===== src/verilog/cuc_pkg.sv =====
// Functional notes
// - output holding register feeds input, exchange, punch lines
// - 100 by 8 store, four clocks per shift
// - store holds data plus three address bytes
// - status counter counts 00 to 23, reported
// - byte counter increments on shift at count ten
// - hold start until cycle in progress or not ready
// - three weighted stacker select levels driven
// - secondary path shares punch line 8
// - punch and print enables share lines B, C
// - separate print says printed data differs
// - load pulse latches character, drops request
// - six lines carry character, strobed by pulse
// - clear read buffer replaces transfer clocks
// - transfer clock pulse after capturing read character
// - no new cycle while cycle in progress
// - all stored values pass through input register
package cuc_pkg;
    localparam int        STORE_DEPTH   = 100;
    localparam int        SHIFT_PHASES  = 4;
    localparam int        ADDR_BYTES    = 3;
    localparam logic [4:0] STC_LAST     = 5'h17;
    localparam logic [4:0] STC_BYTE     = 5'h0a;
    localparam logic [6:0] BYTE_COUNTER_RESET   = 7'h00;
    localparam logic [7:0] BYTE_RESET   = 8'h00;
    // input register sources
    localparam logic [1:0] SRC_EXCH     = 2'h0;
    localparam logic [1:0] SRC_READ     = 2'h1;
    localparam logic [1:0] SRC_RECIRC   = 2'h2;
    // punch/print line positions (D C B A 8 4 2 1)
    localparam int        LINE_8        = 3;
    localparam int        LINE_B        = 5;
    localparam int        LINE_C        = 6;
    typedef enum logic [1:0] {
        CYC_IDLE  = 2'b00,
        CYC_START = 2'b01,
        CYC_RUN   = 2'b10
    } cuc_cycle_t;
    typedef enum logic [1:0] {
        RD_IDLE  = 2'b00,
        RD_PULSE = 2'b01,
        RD_WAIT  = 2'b10
    } cuc_read_t;
endpackage


===== src/verilog/cuc_unit_ctrl.sv =====
`timescale 1ns/1ns
module cuc_unit_ctrl
    import cuc_pkg::*;
(
    // clock and reset
    input  wire logic       ref_clk,
    input  wire logic       sys_rst,
    // exchange side
    input  wire logic [7:0] exch_in,
    input  wire logic       exch_load,
    input  wire logic       recirc_load,
    input  wire logic       translate_en,
    output logic [7:0]      exch_out,
    output logic            exch_out_valid,
    // status counter control
    input  wire logic       stc_advance,
    input  wire logic       stc_clear,
    input  wire logic       test_sr_cmd,
    output logic [4:0]      status_counter,
    output logic [4:0]      result_status,
    output logic [6:0]      byte_counter,
    // card cycle setup
    input  wire logic       cycle_req,
    input  wire logic       cfg_inhibit_feed,
    input  wire logic [2:0] cfg_stacker,
    input  wire logic       cfg_secondary,
    input  wire logic       cfg_punch,
    input  wire logic       cfg_print,
    input  wire logic       cfg_separate,
    input  wire logic       read_wanted,
    output logic            cycle_busy,
    // card unit lines
    input  wire logic       unit_ready,
    input  wire logic       card_cycle_in_progress,
    input  wire logic       char_needed,
    input  wire logic       read_buffer_full,
    input  wire logic       read_data_available,
    input  wire logic [7:0] read_data_lines,
    output logic            card_cycle_start,
    output logic            inhibit_feed,
    output logic [2:0]      stacker_select_levels,
    output logic            separate_print,
    output logic [7:0]      punch_print_lines,
    output logic            char_load_pulse,
    output logic            clear_read_buffer,
    output logic            read_transfer_clock
);
    cuc_cycle_t cyc;
    cuc_read_t  rd;
    logic [7:0] in_reg;
    logic [7:0] out_reg;
    logic       in_pending;
    logic       shift_busy;
    logic       shift_done;
    logic [7:0] shift_out;
    logic       punch_char_ok;

    // six-bit card code to eight-bit code and back
    function automatic logic [7:0] card_to_byte(input logic [5:0] c);
        card_to_byte = (c[5:4] == 2'h0) ? {4'hf, c[3:0]} :
                       {2'h3 - c[5:4], 2'h0, c[3:0]} + 8'h80;
    endfunction
    function automatic logic [5:0] byte_to_card(input logic [7:0] b);
        byte_to_card = (b[7:4] == 4'hf) ? {2'h0, b[3:0]} :
                       {2'h3 - (b[7:6] ^ 2'h2), b[3:0]};
    endfunction

    // input register: every stored value passes here first
    // an exchange load wins the input register, so the read waits instead of losing its character
    wire        read_take  = (rd == RD_IDLE) && read_data_available && read_wanted && !in_pending && !exch_load;
    wire [7:0]  read_byte  = translate_en ? card_to_byte(read_data_lines[5:0])
                                          : {2'h0, read_data_lines[5:0]};
    wire [1:0]  next_src   = exch_load ? SRC_EXCH : (read_take ? SRC_READ : SRC_RECIRC);
    wire        in_load    = (exch_load || read_take || recirc_load) && !in_pending;
    wire [7:0]  next_in    = (next_src == SRC_EXCH) ? exch_in :
                             (next_src == SRC_READ) ? read_byte : out_reg;

    always_ff @(posedge ref_clk or posedge sys_rst) begin
        if (sys_rst) begin
            in_reg     <= BYTE_RESET;
            in_pending <= 1'b0;
        end else if (in_load) begin
            in_reg     <= next_in;
            in_pending <= 1'b1;
        end else if (shift_done) begin
            in_pending <= 1'b0;
        end
    end

    cuc_shift_store #(
        .DEPTH  (STORE_DEPTH),
        .PHASES (SHIFT_PHASES)
    ) u_store (
        .ref_clk    (ref_clk),
        .sys_rst    (sys_rst),
        .shift_req  (in_pending && !shift_busy && !shift_done),
        .shift_in   (in_reg),
        .shift_busy (shift_busy),
        .shift_done (shift_done),
        .shift_out  (shift_out)
    );

    // output holding register catches each byte leaving the store
    always_ff @(posedge ref_clk or posedge sys_rst) begin
        if (sys_rst) begin
            out_reg        <= BYTE_RESET;
            exch_out_valid <= 1'b0;
        end else begin
            exch_out_valid <= shift_done;
            if (shift_done) begin
                out_reg <= shift_out;
            end
        end
    end
    assign exch_out = out_reg;

    // status and byte counters
    wire [4:0] next_stc = (stc_clear || status_counter == STC_LAST) ? 5'h00 : status_counter + 5'h01;
    always_ff @(posedge ref_clk or posedge sys_rst) begin
        if (sys_rst) begin
            status_counter <= 5'h00;
            result_status  <= 5'h00;
            byte_counter   <= BYTE_COUNTER_RESET;
        end else begin
            if (stc_advance || stc_clear) begin
                status_counter <= next_stc;
            end
            if (!test_sr_cmd) begin
                result_status <= status_counter;
            end
            if (stc_clear) begin
                byte_counter <= BYTE_COUNTER_RESET;
            end else if (shift_done && status_counter == STC_BYTE) begin
                byte_counter <= byte_counter + 7'h01;
            end
        end
    end

    // card cycle: hold start until unit answers or drops ready
    always_ff @(posedge ref_clk or posedge sys_rst) begin
        if (sys_rst) begin
            cyc <= CYC_IDLE;
        end else begin
            case (cyc)
                CYC_IDLE: begin
                    if (cycle_req && unit_ready && !card_cycle_in_progress) begin
                        cyc <= CYC_START;
                    end
                end
                CYC_START: begin
                    if (card_cycle_in_progress) begin
                        cyc <= CYC_RUN;
                    end else if (!unit_ready) begin
                        cyc <= CYC_IDLE;
                    end
                end
                CYC_RUN: begin
                    if (!card_cycle_in_progress) begin
                        cyc <= CYC_IDLE;
                    end
                end
                default: cyc <= CYC_IDLE;
            endcase
        end
    end
    assign card_cycle_start      = (cyc == CYC_START);
    assign cycle_busy            = (cyc != CYC_IDLE);
    assign inhibit_feed          = cfg_inhibit_feed;
    assign stacker_select_levels = cfg_stacker;
    assign separate_print        = cfg_separate && cfg_punch && cfg_print;

    // punch character path: qualifiers ride lines 8, B, C until data flows
    assign punch_char_ok = char_needed && exch_out_valid && cycle_busy;
    always_ff @(posedge ref_clk or posedge sys_rst) begin
        if (sys_rst) begin
            punch_print_lines <= 8'h00;
            char_load_pulse   <= 1'b0;
        end else begin
            char_load_pulse <= punch_char_ok;
            if (punch_char_ok) begin
                punch_print_lines <= {2'h0, translate_en ? byte_to_card(out_reg) : out_reg[5:0]};
            end else if (!char_load_pulse) begin
                punch_print_lines <= 8'h00;
                punch_print_lines[LINE_8] <= cfg_secondary;
                punch_print_lines[LINE_B] <= cfg_punch;
                punch_print_lines[LINE_C] <= cfg_print;
            end
        end
    end

    // read unload: capture, then transfer clock, or clear when unwanted
    always_ff @(posedge ref_clk or posedge sys_rst) begin
        if (sys_rst) begin
            rd <= RD_IDLE;
        end else begin
            case (rd)
                RD_IDLE:  if (read_take) rd <= RD_PULSE;
                RD_PULSE: rd <= RD_WAIT;
                RD_WAIT:  if (!read_data_available) rd <= RD_IDLE;
                default:  rd <= RD_IDLE;
            endcase
        end
    end
    assign read_transfer_clock = (rd == RD_PULSE);
    assign clear_read_buffer   = read_buffer_full && !read_wanted;

    start_hold_a: assert property (@(posedge ref_clk) disable iff (sys_rst)
        (card_cycle_start && unit_ready && !card_cycle_in_progress) |=> card_cycle_start)
        else $error("start level dropped early");
    start_drop_a: assert property (@(posedge ref_clk) disable iff (sys_rst)
        (card_cycle_start && card_cycle_in_progress) |=> !card_cycle_start)
        else $error("start level held after answer");
    no_restart_a: assert property (@(posedge ref_clk) disable iff (sys_rst)
        $rose(card_cycle_start) |-> !$past(card_cycle_in_progress))
        else $error("start raised during cycle");
    stc_range_a: assert property (@(posedge ref_clk) disable iff (sys_rst)
        status_counter <= STC_LAST)
        else $error("status counter out of range");
    byte_count_a: assert property (@(posedge ref_clk) disable iff (sys_rst)
        (shift_done && status_counter == STC_BYTE && !stc_clear) |=> byte_counter == $past(byte_counter) + 7'h01)
        else $error("byte counter missed a shift");
    xfer_clock_a: assert property (@(posedge ref_clk) disable iff (sys_rst)
        read_take |=> read_transfer_clock ##1 !read_transfer_clock)
        else $error("transfer clock not a single pulse after capture");
    char_pulse_a: assert property (@(posedge ref_clk) disable iff (sys_rst)
        char_load_pulse |-> $past(char_needed) && punch_print_lines[7:6] == 2'h0)
        else $error("character wider than six lines");
    clear_read_a: assert property (@(posedge ref_clk) disable iff (sys_rst)
        clear_read_buffer |-> !read_transfer_clock)
        else $error("clear and transfer clock together");
    cycle_c: cover property (@(posedge ref_clk) card_cycle_start ##[1:20] card_cycle_in_progress);
    punch_c: cover property (@(posedge ref_clk) char_load_pulse);
    read_c:  cover property (@(posedge ref_clk) read_transfer_clock ##[1:20] read_transfer_clock);
endmodule


===== src/verilog/cuc_shift_store.sv =====
`timescale 1ns/1ns
module cuc_shift_store
    import cuc_pkg::*;
#(
    parameter int DEPTH  = STORE_DEPTH,
    parameter int PHASES = SHIFT_PHASES
) (
    // clock and reset
    input  wire logic       ref_clk,
    input  wire logic       sys_rst,
    // shift request and data
    input  wire logic       shift_req,
    input  wire logic [7:0] shift_in,
    output logic            shift_busy,
    output logic            shift_done,
    output logic [7:0]      shift_out
);
    // store must also hold the three reference address bytes
    if (DEPTH <= ADDR_BYTES || PHASES < 2 || PHASES > 8) begin : bad_params
        $error("store depth or phases out of range");
    end

    logic [7:0] cells [DEPTH];
    logic [2:0] phase;
    wire        last_phase = (phase == 3'(PHASES - 1));

    assign shift_busy = (phase != 3'h0);

    // one advance of the whole register spans four clock periods
    always_ff @(posedge ref_clk or posedge sys_rst) begin
        if (sys_rst) begin
            phase      <= 3'h0;
            shift_done <= 1'b0;
        end else begin
            shift_done <= shift_busy && last_phase;
            if (shift_busy) begin
                phase <= last_phase ? 3'h0 : phase + 3'h1;
            end else if (shift_req) begin
                phase <= 3'h1;
            end
        end
    end

    // storage itself carries no reset, as in a dynamic MOS store
    always_ff @(posedge ref_clk) begin
        if (shift_busy && last_phase) begin
            // take the byte as it falls off the end, so it leaves exactly DEPTH shifts after entry
            shift_out <= cells[DEPTH-1];
            cells[0] <= shift_in;
            for (int i = 1; i < DEPTH; i++) begin
                cells[i] <= cells[i-1];
            end
        end
    end

    shift_len_a: assert property (@(posedge ref_clk) disable iff (sys_rst)
        (shift_req && !shift_busy) |-> ##3 shift_done == 1'b0 ##1 shift_done)
        else $error("shift did not complete in four clocks");
endmodule


===== config.mk =====
export PLATFORM = sky130hd
export DESIGN_NAME = cuc_unit_ctrl
export DESIGN_NICKNAME = d
export VERILOG_FILES = /design/src/verilog/cuc_pkg.sv /design/src/verilog/cuc_unit_ctrl.sv /design/src/verilog/cuc_shift_store.sv
export SDC_FILE = /design/constraint.sdc
export NUM_CORES = 1
export LEC_CHECK = 0
export ABC_CLOCK_PERIOD_IN_PS = 200600
export BUFFER_PORTS_ARGS = -buffer_cell sky130_fd_sc_hd__buf_2
export CAP_MARGIN = 20
export CORE_UTILIZATION = 23
export CTS_BUF_LIST = sky130_fd_sc_hd__clkbuf_4 sky130_fd_sc_hd__clkbuf_8
export DETAILED_ROUTE_END_ITERATION = 10
export GPL_TIMING_DRIVEN = 0
export SETUP_SLACK_MARGIN = 0.3
export SLEW_MARGIN = 20
export SYNTH_ARGS = -nofsm -noshare
export SYNTH_HDL_FRONTEND = slang
export SYNTH_SLANG_ARGS = --single-unit

===== constraint.sdc =====
create_clock -name ref_clk -period 200.6 [get_ports ref_clk]
set_input_delay 30.09 -clock ref_clk [delete_from_list [all_inputs] [get_ports ref_clk]]
set_output_delay 30.09 -clock ref_clk [all_outputs]
set_load 0.05 [all_outputs]

=== Word level (Yosys, flattened, before mapping) ===
Memory sizes are Yosys's and may differ from the RTL's. A register that Yosys moved wholly into a read port is not among the register bits.
Cells that the tools add are included.

* Equality and inequality tests: 15
* Reductions and logical operators: 37
* Multiplexer cells: 28
* Bitwise logic cells: 1
* Add/sub/neg operators: 6

{| class="wikitable"
|+ Operator list
! cell !! number
|-
| two-way mux 8 bit || 6
|-
| logical AND 1 bit || 16
|-
| two-way mux 2 bit || 8
|-
| two-way mux 7 bit || 2
|-
| two-way mux 6 bit || 2
|-
| case mux 2 bit (3 select lines) || 2
|-
| two-way mux 3 bit || 3
|-
| adder 8 bit (second input constant) || 1
|-
| logical NOT 2 bit || 4
|-
| != test 2 bit (second input constant) || 4
|-
| nonzero test 2 bit || 4
|-
| adder 7 x 1 -> 7 bit (second input constant) || 1
|-
| equality test 2 x 1 -> 1 bit (second input constant) || 3
|-
| logical NOT 1 bit || 6
|-
| adder 5 x 1 -> 5 bit (second input constant) || 1
|-
| equality test 5 x 4 -> 1 bit (second input constant) || 1
|-
| equality test 5 bit (second input constant) || 1
|-
| two-way mux 5 bit || 1
|-
| equality test 2 bit (second input constant) || 2
|-
| equality test 4 bit (second input constant) || 1
|-
| logical OR 1 bit || 4
|-
| two-way mux 1 bit || 4
|-
| subtractor 2 bit (first input constant) || 2
|-
| adder 3 x 1 -> 3 bit (second input constant) || 1
|-
| other kinds (7) || 7
|}

* Memories: 1
* Output and inout port bits: 44
* Register bits: 52
* Bits in writable memories: 800
* Word-level logic and storage cells: 101
* Input port bits: 39

{| class="wikitable"
|+ Memories
! name !! depth !! bits a word !! rd ports !! clocked after memory_dff !! wr ports !! RTL line !! source
|-
| u_store.cells || 100 || 8 || 100 || 1 || 100 || cuc_shift_store.sv:23 || <nowiki>logic [7:0] cells [DEPTH];</nowiki>
|}

=== Longest topological paths before layout ===
Gate-level depths: netlist of run 1.

* Depth in word-level cells: 10
* Gate-level depth with buffers: 6
* Depth with buffers taken out: 6

=== Hierarchy ===
Synthesis of run 1 repeated with hierarchy kept, for this count alone.

* Cells, all modules: 1037
* Area total of the unflattened synthesis: 26778.2 um^2

{| class="wikitable"
|+ By module, submodules not included
! module !! times used !! area each (um^2) !! cells an instance !! sequential area each (um^2)
|-
| cuc_shift_store || 1 || 24459.7 || 824 || 24363.4
|-
| cuc_unit_ctrl || 1 || 2318.5 || 213 || 1176.1
|}

=== Least setup slack after synthesis of run 1 ===
No wires, ideal clock.

* Kind: register to register
* Start: register u_store.phase[0]
* End: register u_store.shift_done
* Data required time: 194634 ps
* Slack: 136053 ps
* Library setup time: 5966 ps
* Period minus slack after synthesis: 64547 ps
* Cell stages (with the launch flop): 4
* Path buffers: 0
* Data arrival time: 58581 ps
* Cell sequence: dfrtp_1 -> inv_1 -> ha_1 -> nor3b_1

* Word-level cells in the longest chain between the ends: 2
* Elaborated cells between the ends (all ways): 3
* Those cells by class: eq/ne (1); reduce/logical (2)

{| class="wikitable"
|+ Ends and longest elaborated chain
! element !! RTL line !! source
|-
| from (decl) || cuc_shift_store.sv:24 || <nowiki>logic [2:0] phase;</nowiki>
|-
| from (signal assigned) || cuc_shift_store.sv:37 || <nowiki>phase <= last_phase ? 3'h0 : phase + 3'h1;</nowiki>
|-
| equality test 3 x 2 -> 1 bit / nonzero test 3 bit (equally long branches) || cuc_shift_store.sv:25, cuc_shift_store.sv:27 ||
|-
| logical AND 1 bit (*) || cuc_shift_store.sv:35 || <nowiki>shift_done <= shift_busy && last_phase;</nowiki>
|-
| to (signal assigned) || cuc_shift_store.sv:35 ||
|-
| to (decl) || cuc_shift_store.sv:15 || <nowiki>output logic shift_done,</nowiki>
|}

Mark *: on every way between the ends. The rest lies on a longest branch, timed or not.
A chain may end at the register's enable or synchronous reset.

=== Worst setup path in the final report of run 1 ===
* Start: input port cfg_punch
* End: output port separate_print

* Word-level cells in the longest chain between the ends: 2

{| class="wikitable"
|+ Ends and longest elaborated chain
! element !! RTL line !! source
|-
| from (decl) || cuc_unit_ctrl.sv:27 || <nowiki>input wire logic cfg_punch,</nowiki>
|-
| logical AND 1 bit (2 in series) || cuc_unit_ctrl.sv:170 || <nowiki>assign separate_print = cfg_separate && cfg_punch && cfg_print;</nowiki>
|-
| to (decl) || cuc_unit_ctrl.sv:42 || <nowiki>output logic separate_print,</nowiki>
|}

Every way passes these cells.

==> summary.txt, run 1 <==
synthesized net count = 1,077
Leakage = 0.00931 uW
final hold vios = 0
vias = 10,300
RSZ-0062 raised after global routing = no
vias in the first global route = 10,500
Fin Setup TNS = 0 ns
sequential cell area = 25,500 sq um
cell area after synthesis = 26,700 sq um
postcts setup bufs = 0
Post-Layout Inst Area = 32,300 sq um
IO buf count = 74
# clock sinks = 859
wire length on met2 = 15,500 um
CP Launch Type = primary input
DIE AREA = 117,000 sq um
core area = 115,000 sq um
type of the worst setup path = primary input to primary output
I/O Pins = 83
Synth area leader = edfxtp_1
routed vias/inst = 3.50
hold_ws = 0.400 ns
syn_area_per_cell = 25.9 sq um
max_cap viols = 0
crit path max fanout = 2
total power = 442 uW
cts hold-fix bufs = 0
Net Sw Power = 106 uW
worst-skew pair later-pin latency = 0.74 ns
Combinational Power Share = 0.110
share of layout cells above drive strength 1 = 0.281
area of the multi-input gates = 1060 sq um
power density over the cells = 13.7 nW/um^2
fin crit share = 0.302
measured slew at the worst slew-check pin = 0.829 ns
Placed Area = 29,600 sq um
endpoint class of the critical path = primary output
CTS tree = built
share of the synthesized area in the top cell type = 0.909
outcome = complete, no violations
remaining antenna violation count = 0
Clock Skew = 0.0188 ns
initial antenna violation count = 2
die extent in y = 343 um
Area growth syn-to-layout = 20.8%
Top reg by flops = u_store.cells
prevailing post-synth register cell = edfxtp_1
fin cells = 2,935
Hold Path Class = register to register
Die W = 343 um
Starting Density = 0.233
met3 WL = 1880 um
synth unique cells = 45
Largest register FFs = 800
Final Net Count = 1,366
Final setup viols = 0
largest net degree at the start of global routing = 52
routed length per instance = 12.6 um
drt first pass iters = 5
global route overflow = 0
CP arrival = 30.59 ns
total wire length = 36,900 um
gp weighted congestion = 0.742
Sw Share = 0.240
Max-slew headroom = 0.447
cts repair resizes = 0
Post-route DRC = 0
dpl hpwl = 19,900 um
Area contributors post-synth = edfxtp_1 (91%), dfrtp_1 (4.8%), mux2_2 (0.63%), mux2i_1 (0.34%), nand2_1 (0.32%)
Post-Route M1 WL = 18,700 um
Max clock buf depth = 3
Syn. warnings = 0
Worst VDD drop = 0.00751 mV
Placed Instances = 2,698
CP required = 170.51 ns
Total GRT Usage = 0.0638
clock share of power = 0.320
Pint = 336 uW
Synth Instances = 1,033
Initial DRC Count = 797
row count = 124
Slew Viols, Final = 0
Root Driver = clkbuf_8
Fill cells = 11,100
Num CTS Buffers = 134
Tmin final = 60.68 ns
Top Metal Used = met4
first-pass GRT wire length = 59,000 um
H-tree Lvls = 4
async set or reset register ratio after synthesis = 0.0594
Post-synth EDFFs = 808
Achievable Freq = 0.0165 GHz
register area share after synthesis = 0.956
Clk pin slew, worst setup/hold paths = 0.07 ns
Yosys reg bits = 859
sequential power share = 0.570
-- layout make-up --
class	instances	share of cell area
plain buffers	12	0.00237
clock buffers	192	0.0726
flip-flops and latches	859	0.792
multi-input cells	153	0.0329
repair buffers	153	0.0321
inverters	9	0.00112
diodes	1	0.0000776
well taps	1512	0.0587
clock inverters	44	0.00846
-- kinds of logic after synthesis --
| logic type | share of synthesized area |
|---|---|
| flops | 0.956 |
| simple gates | 0.0166 |
| compound gates | 0.00731 |
| mux | 0.0108 |
| buf+inv | 0.00412 |
| xor+xnor | 0.00230 |
| fa+ha+maj | 0.00234 |
| other cells | 0.000140 |
-- power groups by stage --
stage               clock [uW]  combinational, uW  sequential [uW]
finish                     141               48.5              252
global route               155               53.9              255
CTS                        148               49.8              253
detailed placement           0               50.4              255
global placement             0               33.8              421
floorplan                    0               25.5              386
-- synthesized netlist by cell type (4+ instances only) --
cell,number
nand2_1,23
edfxtp_1,808
xnor2_1,4
inv_1,8
o21ai_0,12
nor3_1,4
a2bb2oi_1,4
ha_1,5
dfrtp_1,51
mux2_2,15
mux2i_1,9
nand2b_1,10
buf_4,6
nor2b_1,7
a221oi_1,4
nand3_1,9
nor2_1,17
-- metal layers --
layer | GRT usage | up-vias
li1 | - | 4697
met1 | 0.0938 | 5236
met4 | 0.0288 | 0
met2 | 0.0837 | 254
met3 | 0.0211 | 85
met5 | 0 | -
-- critical path, stage by stage --
cell and delay, ns:
buf_2 0.10, and3_1 0.13, buf_2 0.25
-- through the flow --
step | setup WS (ns) | utilization
floorplan | 136.05 | -
global placement | 121.60 | 0.253
detailed placement | 139.92 | 0.259
CTS | 139.92 | 0.281
global route | 139.90 | 0.281
finish | 139.92 | 0.281
-- path summary, 6_finish.rpt --
check	start	to	slack, ns	cells past startpoint
worst max-delay path	cfg_punch	separate_print	139.92	3
worst min-delay path	u_store.cells[99][6]$_DFFE_PP_	u_store.shift_out[6]$_DFFE_PP_	0.40	0
worst max register to register	u_store.phase[0]$_DFFE_PP0P_	u_store.cells[49][7]$_DFFE_PP_	196.83	13
worst min register to register	u_store.cells[99][6]$_DFFE_PP_	u_store.shift_out[6]$_DFFE_PP_	0.40	0
max in group asynchronous	sys_rst	in_reg[1]$_DFFE_PP0P_	170.60	2
min in group asynchronous	sys_rst	char_load_pulse$_DFF_PP0_	29.48	2
-- layout by cell type, fill, tap and decap left out, types with 2 or more instances in the layout --
| cell | n |
|---|---|
| a21oi_1 | 3 |
| a221oi_1 | 4 |
| a2bb2oi_1 | 4 |
| buf_2 | 75 |
| buf_4 | 66 |
| buf_6 | 20 |
| bufinv_16 | 2 |
| clkbuf_1 | 3 |
| clkbuf_4 | 48 |
| clkbuf_8 | 144 |
| clkinv_1 | 22 |
| clkinv_2 | 12 |
| clkinvlp_4 | 4 |
| dfrtp_1 | 51 |
| edfxtp_1 | 808 |
| ha_1 | 5 |
| inv_1 | 7 |
| inv_6 | 5 |
| mux2_2 | 15 |
| mux2_4 | 2 |
| mux2i_1 | 9 |
| nand2_1 | 23 |
| nand2b_1 | 10 |
| nand3_1 | 9 |
| nand3b_1 | 2 |
| nor2_1 | 17 |
| nor2b_1 | 7 |
| nor3_1 | 4 |
| nor3b_2 | 2 |
| nor4_1 | 2 |
| o21ai_0 | 12 |
| xnor2_1 | 4 |
| xor2_1 | 3 |
No activity file was read; power rests on OpenSTA's default activity.
==> run 2, diff against run 1 <==
--- a/config.mk
+++ b/config.mk
@@ -5,7 +5,7 @@
 export SDC_FILE = /design/constraint.sdc
 export NUM_CORES = 1
 export LEC_CHECK = 0
-export ABC_CLOCK_PERIOD_IN_PS = 200600
+export ABC_CLOCK_PERIOD_IN_PS = 61600
 export BUFFER_PORTS_ARGS = -buffer_cell sky130_fd_sc_hd__buf_2
 export CAP_MARGIN = 20
 export CORE_UTILIZATION = 23
==> constraint.sdc (replaced) <==
create_clock -name ref_clk -period 61.6 [get_ports ref_clk]
set_input_delay 9.24 -clock ref_clk [delete_from_list [all_inputs] [get_ports ref_clk]]
set_output_delay 9.24 -clock ref_clk [all_outputs]
set_load 0.05 [all_outputs]
==> run 2 against run 1 <==
Against the previous run: non-clock buffer count fell by 24; sequential share of layout area grew 0.10 points; clock skew rose by 0.0016 ns; global-route usage fell by 0.12 points; hold slack gained 0.0069 ns; critical endpoint unchanged; largest cell class unchanged; highest routed layer unchanged.
==> summary.txt, run 2 (synthesis results as in run 1) <==
Worst Hold Path EP = u_store.cells[50][0]$_DFFE_PP_ (was u_store.shift_out[6]$_DFFE_PP_)
Slew Viols, Final = 0 (unchanged)
measured slew at the worst slew-check pin = 0.917 ns (was 0.829 ns)
worst-skew pair later-pin latency = 0.75 ns (was 0.74 ns)
R2R depth = 11 (was 13)
CP Launch Type = primary input (unchanged)
Top reg by flops = u_store.cells (unchanged)
met3 WL = 2190 um (was 1880 um)
core area = 115,000 sq um (unchanged)
postcts setup bufs = 0 (unchanged)
routed vias/inst = 3.53 (was 3.50)
Clk pin slew, worst setup/hold paths = 0.06 ns (was 0.07 ns)
Largest register FFs = 800 (unchanged)
row count = 124 (unchanged)
final hold vios = 0 (unchanged)
type of the worst setup path = primary input to primary output (unchanged)
Post-Route M1 WL = 18,200 um (was 18,700 um)
vias in the first global route = 10,500 (about the same)
Max clock buf depth = 3 (unchanged)
gp weighted congestion = 0.757 (was 0.742)
Num CTS Buffers = 132 (was 134)
total wire length = 36,600 um (was 36,900 um)
Max-slew headroom = 0.389 (was 0.447)
RSZ-0062 raised after global routing = no (unchanged)
H-tree Lvls = 4 (unchanged)
CTS tree = built (unchanged)
CP required = 52.36 ns (was 170.51 ns)
CP arrival = 9.80 ns (was 30.59 ns)
max_cap viols = 0 (unchanged)
worst reg2reg endpoint = u_store.cells[94][1]$_DFFE_PP_ (was u_store.cells[49][7]$_DFFE_PP_)
Hold Path Class = register to register (unchanged)
Die W = 343 um (unchanged)
IO buf count = 74 (unchanged)
Area growth syn-to-layout = 20.6% (was 20.8%)
share of layout cells above drive strength 1 = 0.260 (was 0.281)
worst reg2reg path startpoint = u_store.phase[0]$_DFFE_PP0P_ (unchanged)
Final setup viols = 0 (unchanged)
Post-Layout Inst Area = 32,200 sq um (was 32,300 sq um)
Post-route DRC = 0 (unchanged)
hold_sp = u_store.cells[49][0]$_DFFE_PP_ (was u_store.cells[99][6]$_DFFE_PP_)
most frequent cells in the layout = edfxtp_1 (808), clkbuf_8 (137), buf_2 (75), dfrtp_1 (51), clkbuf_4 (45) (was edfxtp_1 (808), clkbuf_8 (144), buf_2 (75), buf_4 (66), dfrtp_1 (51))
cts repair resizes = 0 (unchanged)
routed length per instance = 12.6 um (about the same)
wire length on met2 = 15,200 um (was 15,500 um)
hold path cells = 0 (unchanged)
cts hold-fix bufs = 0 (unchanged)
Starting Density = 0.233 (unchanged)
Leakage = 0.00917 uW (was 0.00931 uW)
Total GRT Usage = 0.0626 (was 0.0638)
outcome = complete, no violations (unchanged)
dpl hpwl = 19,600 um (was 19,900 um)
power density over the cells = 44.2 nW/um^2 (was 13.7 nW/um^2)
total power = 1430 uW (was 442 uW)
vias = 10,300 (about the same)
Initial DRC Count = 906 (was 797)
Core Util, Final = 0.281 (about the same)
crit path max fanout = 2 (unchanged)
I/O Pins = 83 (unchanged)
initial antenna violation count = 4 (was 2)
remaining antenna violation count = 0 (unchanged)
fin crit share = 0.309
Root Driver = clkbuf_8 (unchanged)
endpoint class of the critical path = primary output (unchanged)
drt first pass iters = 5 (unchanged)
Placed Area = 29,700 sq um (was 29,600 sq um)
Top Metal Used = met4 (unchanged)
global route overflow = 0 (unchanged)
Tmin final = 19.04 ns
largest net degree at the start of global routing = 50 (was 52)
# clock sinks = 859 (unchanged)
commonest non-fill, non-tap cell in the layout = edfxtp_1 (unchanged)
worst reg-to-reg setup slack = 58.77 ns (was 196.83 ns)
Final Net Count = 1,340 (was 1,366)
DIE AREA = 117,000 sq um (unchanged)
Fin Setup TNS = 0 ns (unchanged)
Achievable Freq = 0.0525 GHz
die extent in y = 343 um (unchanged)
Worst VDD drop = 0.0268 mV (was 0.00751 mV)
Clock Skew = 0.0204 ns (was 0.0188 ns)
hold_ws = 0.407 ns (was 0.400 ns)
first-pass GRT wire length = 58,000 um (was 59,000 um)
[run 2: critical path, cell delays in order]
cell and delay, ns:
buf_2 0.14, and3_1 0.16, buf_2 0.26
[run 2: through the flow]
stage          cells  worst slack [ns]
2_1_floorplan   1033             27.19
3_3_place_gp    2619             19.36
3_5_place_dp    2674             42.52
4_1_cts         2905             42.51
5_1_grt         2905             42.52
6_report        2906             42.56
[run 2: layout make-up]
| cell class | instances | area (sq um) |
|---|---|---|
| diodes | 1 | 2.50 |
| clock buffers | 182 | 2220 |
| repair buffers | 129 | 1110 |
| well taps | 1512 | 1890 |
| fillers | 11000 | 82400 |
| multi-input cells | 153 | 1070 |
| plain buffers | 12 | 76.3 |
| inverters | 9 | 36.3 |
| flip-flops and latches | 859 | 25500 |
| clock inverters | 49 | 265 |
[run 2: per-layer routing]
metal,vias up,global-route usage
met5,-,0
met4,0,0.0332
met3,83,0.0219
met2,272,0.0804
met1,5267,0.0908
li1,4646,-
[run 2: worst max-delay path by stage]
stage / to / slack (ns) / depth (start not counted) / start
after detailed placement: separate_print / 42.52 / 3 / cfg_print
after CTS: separate_print / 42.51 / 3 / cfg_print
after global routing: separate_print / 42.52 / 3 / cfg_print
after floorplan: u_store.shift_done$_DFF_PP0_ / 27.19 / 3 / u_store.phase[0]$_DFFE_PP0P_
final: separate_print / 42.56 / 3 / cfg_print
after global placement: u_store.shift_done$_DFF_PP0_ / 19.36 / 3 / u_store.phase[0]$_DFFE_PP0P_
[run 2: power breakdown]
group	internal (uW)	switching, uW
combinational	49.9	114
clock	237	203
sequential	795	25.6
==> run 3, diff against run 2 <==
--- a/config.mk
+++ b/config.mk
@@ -5,7 +5,8 @@
 export SDC_FILE = /design/constraint.sdc
 export NUM_CORES = 1
 export LEC_CHECK = 0
-export ABC_CLOCK_PERIOD_IN_PS = 61600
+export ABC_AREA = 1
+export ABC_CLOCK_PERIOD_IN_PS = 15380
 export BUFFER_PORTS_ARGS = -buffer_cell sky130_fd_sc_hd__buf_2
 export CAP_MARGIN = 20
 export CORE_UTILIZATION = 23
==> constraint.sdc (replaced) <==
create_clock -name ref_clk -period 15.38 [get_ports ref_clk]
set_input_delay 2.307 -clock ref_clk [delete_from_list [all_inputs] [get_ports ref_clk]]
set_output_delay 2.307 -clock ref_clk [all_outputs]
set_load 0.05 [all_outputs]
==> run 3 against run 2 <==
Against the previous run: via count grew 1.6%; cell count is 1.8% higher; power increased to 4.2 times the previous value; flip-flop and latch count stayed put; first-iteration DRC count shrank 3.9%; utilization shrank 0.090 points; worst setup slack worse by 32 ns; sequential share of layout area increased by 0.15 points; clock power rose to 4.0 times the previous value.
==> summary.txt, run 3 <==
cts repair resizes = 0 (unchanged)
clock share of power = 0.295 (was 0.309)
type of the worst setup path = primary input to primary output (unchanged)
CTS tree = built (unchanged)
Worst VDD drop = 0.0964 mV (was 0.0268 mV)
gp weighted congestion = 0.829 (was 0.757)
crit path max fanout = 3 (was 2)
sequential power share = 0.576 (about the same)
crit-path cells = buf_2 -> nor2_1 -> buf_2 (was buf_2 -> and3_1 -> buf_2)
most frequent cells in the layout = edfxtp_1 (808), clkbuf_8 (138), nand2_1 (94), buf_2 (75), dfrtp_1 (51) (was edfxtp_1 (808), clkbuf_8 (137), buf_2 (75), dfrtp_1 (51), clkbuf_4 (45))
first-pass GRT wire length = 57,800 um (was 58,000 um)
Starting Density = 0.233 (about the same)
Post-route DRC = 0 (unchanged)
Sw Share = 0.254 (was 0.241)
register area share after synthesis = 0.954 (was 0.956)
most numerous cell on the critical path = buf_2 (unchanged)
Post-Route M1 WL = 17,900 um (was 18,200 um)
Area contributors post-synth = edfxtp_1 (91%), dfrtp_1 (4.8%), nand2_1 (1.3%), inv_1 (0.55%), nand3_1 (0.52%) (was edfxtp_1 (91%), dfrtp_1 (4.8%), mux2_2 (0.63%), mux2i_1 (0.34%), nand2_1 (0.32%))
postcts setup bufs = 0 (unchanged)
I/O Pins = 83 (unchanged)
Num CTS Buffers = 132 (unchanged)
worst reg2reg path startpoint = u_store.phase[0]$_DFFE_PP0P_ (unchanged)
endpoint class of the critical path = primary output (unchanged)
commonest non-fill, non-tap cell in the layout = edfxtp_1 (unchanged)
Net Sw Power = 1500 uW (was 343 uW)
vias in the first global route = 10,800 (was 10,500)
async set or reset register ratio after synthesis = 0.0594 (unchanged)
Top reg by flops = u_store.cells (unchanged)
Max clock buf depth = 3 (unchanged)
Crit-path slowest cell = buf_2 (unchanged)
share of the synthesized area in the top cell type = 0.907 (was 0.909)
final hold vios = 0 (unchanged)
die extent in y = 343 um (about the same)
prevailing post-synth register cell = edfxtp_1 (unchanged)
R2R depth = 9 (was 11)
Worst path depth = 3 (unchanged)
Largest register FFs = 800 (unchanged)
Max-slew headroom = 0.602 (was 0.389)
met3 WL = 1910 um (was 2190 um)
measured slew at the worst slew-check pin = 0.596 ns (was 0.917 ns)
WP buf/inv = 2 (unchanged)
vias = 10,400 (was 10,300)
H-tree Lvls = 4 (unchanged)
initial antenna violation count = 0 (was 4)
largest net degree at the start of global routing = 35 (was 50)
Synth area leader = edfxtp_1 (unchanged)
Achievable Freq = 0.195 GHz
DIE AREA = 118,000 sq um (was 117,000 sq um)
remaining antenna violation count = 0 (unchanged)
share of layout cells above drive strength 1 = 0.221 (was 0.260)
IO buf count = 73 (was 74)
routed vias/inst = 3.53 (about the same)
total wire length = 35,300 um (was 36,600 um)
dpl hpwl = 17,300 um (was 19,600 um)
Syn. warnings = 0 (unchanged)
worst reg2reg endpoint = u_store.cells[49][6]$_DFFE_PP_ (was u_store.cells[94][1]$_DFFE_PP_)
cell area after synthesis = 26,800 sq um (was 26,700 sq um)
Clock Skew = 0.0178 ns (was 0.0204 ns)
routed length per instance = 11.9 um (was 12.6 um)
power density over the cells = 185 nW/um^2 (was 44.2 nW/um^2)
highest cell delay on the worst timing path = 0.28 ns (was 0.26 ns)
max_cap viols = 0 (unchanged)
Clk pin slew, worst setup/hold paths = 0.06 ns (about the same)
row count = 124 (unchanged)
global route overflow = 0 (unchanged)
Pint = 4430 uW (was 1080 uW)
Yosys reg bits = 859 (unchanged)
fin crit share = 0.333
Area growth syn-to-layout = 20.2% (was 20.6%)
core area = 115,000 sq um (about the same)
Tmin final = 5.13 ns
Combinational Power Share = 0.129 (was 0.115)
CP endpoint = clear_read_buffer (was separate_print)
fin cells = 2,959 (was 2,906)
Initial DRC Count = 871 (was 906)
Slew Viols, Final = 0 (unchanged)
# clock sinks = 859 (unchanged)
synthesized net count = 1,159 (was 1,077)
Final Net Count = 1,396 (was 1,340)
outcome = complete, no violations (unchanged)
Root Driver = clkbuf_8 (unchanged)
cts hold-fix bufs = 0 (unchanged)
Post-synth EDFFs = 808 (unchanged)
delay-heaviest family, CP = buffers and inverters (unchanged)
syn_area_per_cell = 24.0 sq um (was 25.9 sq um)
Total GRT Usage = 0.0610 (was 0.0626)
wire length on met2 = 14,800 um (was 15,200 um)
count leader, synth = edfxtp_1 (unchanged)
Leakage = 0.00933 uW (was 0.00917 uW)
CP arrival = 2.82 ns (was 9.80 ns)
Final setup viols = 0 (unchanged)
CP required = 13.07 ns (was 52.36 ns)
Worst Setup SP = read_wanted (was cfg_print)
drt first pass iters = 5 (unchanged)
Core Util, Final = 0.280 (was 0.281)
worst-skew pair later-pin latency = 0.74 ns (was 0.75 ns)
Placed Instances = 2,730 (was 2,674)
Die W = 343 um (about the same)
worst reg-to-reg setup slack = 12.87 ns (was 58.77 ns)
Hold Path Class = register to register (unchanged)
Commonest cells post-synth = edfxtp_1 (808), nand2_1 (94), dfrtp_1 (51) (was edfxtp_1 (808), dfrtp_1 (51), nand2_1 (23))
CP Launch Type = primary input (unchanged)
Top Metal Used = met4 (unchanged)
synth unique cells = 34 (was 45)
Synth Instances = 1,115 (was 1,033)
RSZ-0062 raised after global routing = no (unchanged)
-- run 3: cell types whose count changed in the layout (fill, tap and decap cells not counted), moves of 10 or more --
cell      before  now
buf_6         30    0
nand3_1        9   28
mux2_2        15    0
nand2_1       23   94
nand2b_1      10    0
buf_8         24    0
inv_1          7   38
buf_12         0   21
o21ai_0       12   22
-- run 3: power groups by stage --
stage	logic, uW	clock network (uW)	registers, uW
final	763	1750	3420
after global routing	840	1930	3460
after CTS	781	1830	3430
after detailed placement	786	0	3440
after global placement	525	0	3960
after floorplan	374	0	3840
-- run 3: kinds of logic (layout without fill, tap and decap cells) --
family | count (synthesis) | after routing | share of synthesized area
adder cells (fa/ha/maj) | 5 | 5 | 0.00234
AO/OA/AOI/OAI | 40 | 40 | 0.00814
buffers and inverters | 51 | 382 | 0.00809
XOR/XNOR | 1 | 1 | 0.000327
AND/OR/NAND/NOR | 157 | 157 | 0.0261
multiplexers | 1 | 1 | 0.000374
other | 1 | 2 | 0.000140
flip-flops | 859 | 859 | 0.954
-- run 3: per-layer routing --
metal,GRT usage,vias to the layer above
met5,0,-
met4,0.0300,0
met3,0.0219,72
met2,0.0807,271
met1,0.0870,5300
li1,-,4790
-- run 3: how the worst min path moves through the flow --
stage / startpoint / to / slack, ns / depth (start not counted)
after floorplan: u_store.cells[9][0]$_DFFE_PP_ / u_store.cells[10][0]$_DFFE_PP_ / 0.40 / 0
after global placement: u_store.cells[60][4]$_DFFE_PP_ / u_store.cells[61][4]$_DFFE_PP_ / 0.41 / 0
after detailed placement: u_store.cells[18][7]$_DFFE_PP_ / u_store.cells[19][7]$_DFFE_PP_ / 0.40 / 0
after CTS: u_store.cells[18][6]$_DFFE_PP_ / u_store.cells[19][6]$_DFFE_PP_ / 0.40 / 0
after global routing: u_store.cells[64][7]$_DFFE_PP_ / u_store.cells[65][7]$_DFFE_PP_ / 0.41 / 0
final: u_store.cells[20][1]$_DFFE_PP_ / u_store.cells[21][1]$_DFFE_PP_ / 0.40 / 0
-- run 3: through the flow --
stage	total power, uW	instance area [sq um]	setup TNS [ns]	worst slack (ns)	hold WS [ns]
final	5930	32200	0	10.25	0.404
after global routing	6230	32200	0	10.22	0.410
after CTS	6040	32200	0	10.25	0.404
after detailed placement	4230	29700	0	10.26	0.405
after global placement	4480	29000	-211.78	-0.772	0.405
after floorplan	4210	26800	0	1.97	0.400
-- run 3: area by class of cell --
type | instances | area, sq um
fillers | 11100 | 82700
flip-flops and latches | 859 | 25500
clock buffers | 176 | 2180
well taps | 1512 | 1890
repair buffers | 103 | 1030
multi-input cells | 205 | 1010
clock inverters | 52 | 275
inverters | 42 | 161
plain buffers | 9 | 55.1
diodes | 1 | 2.50
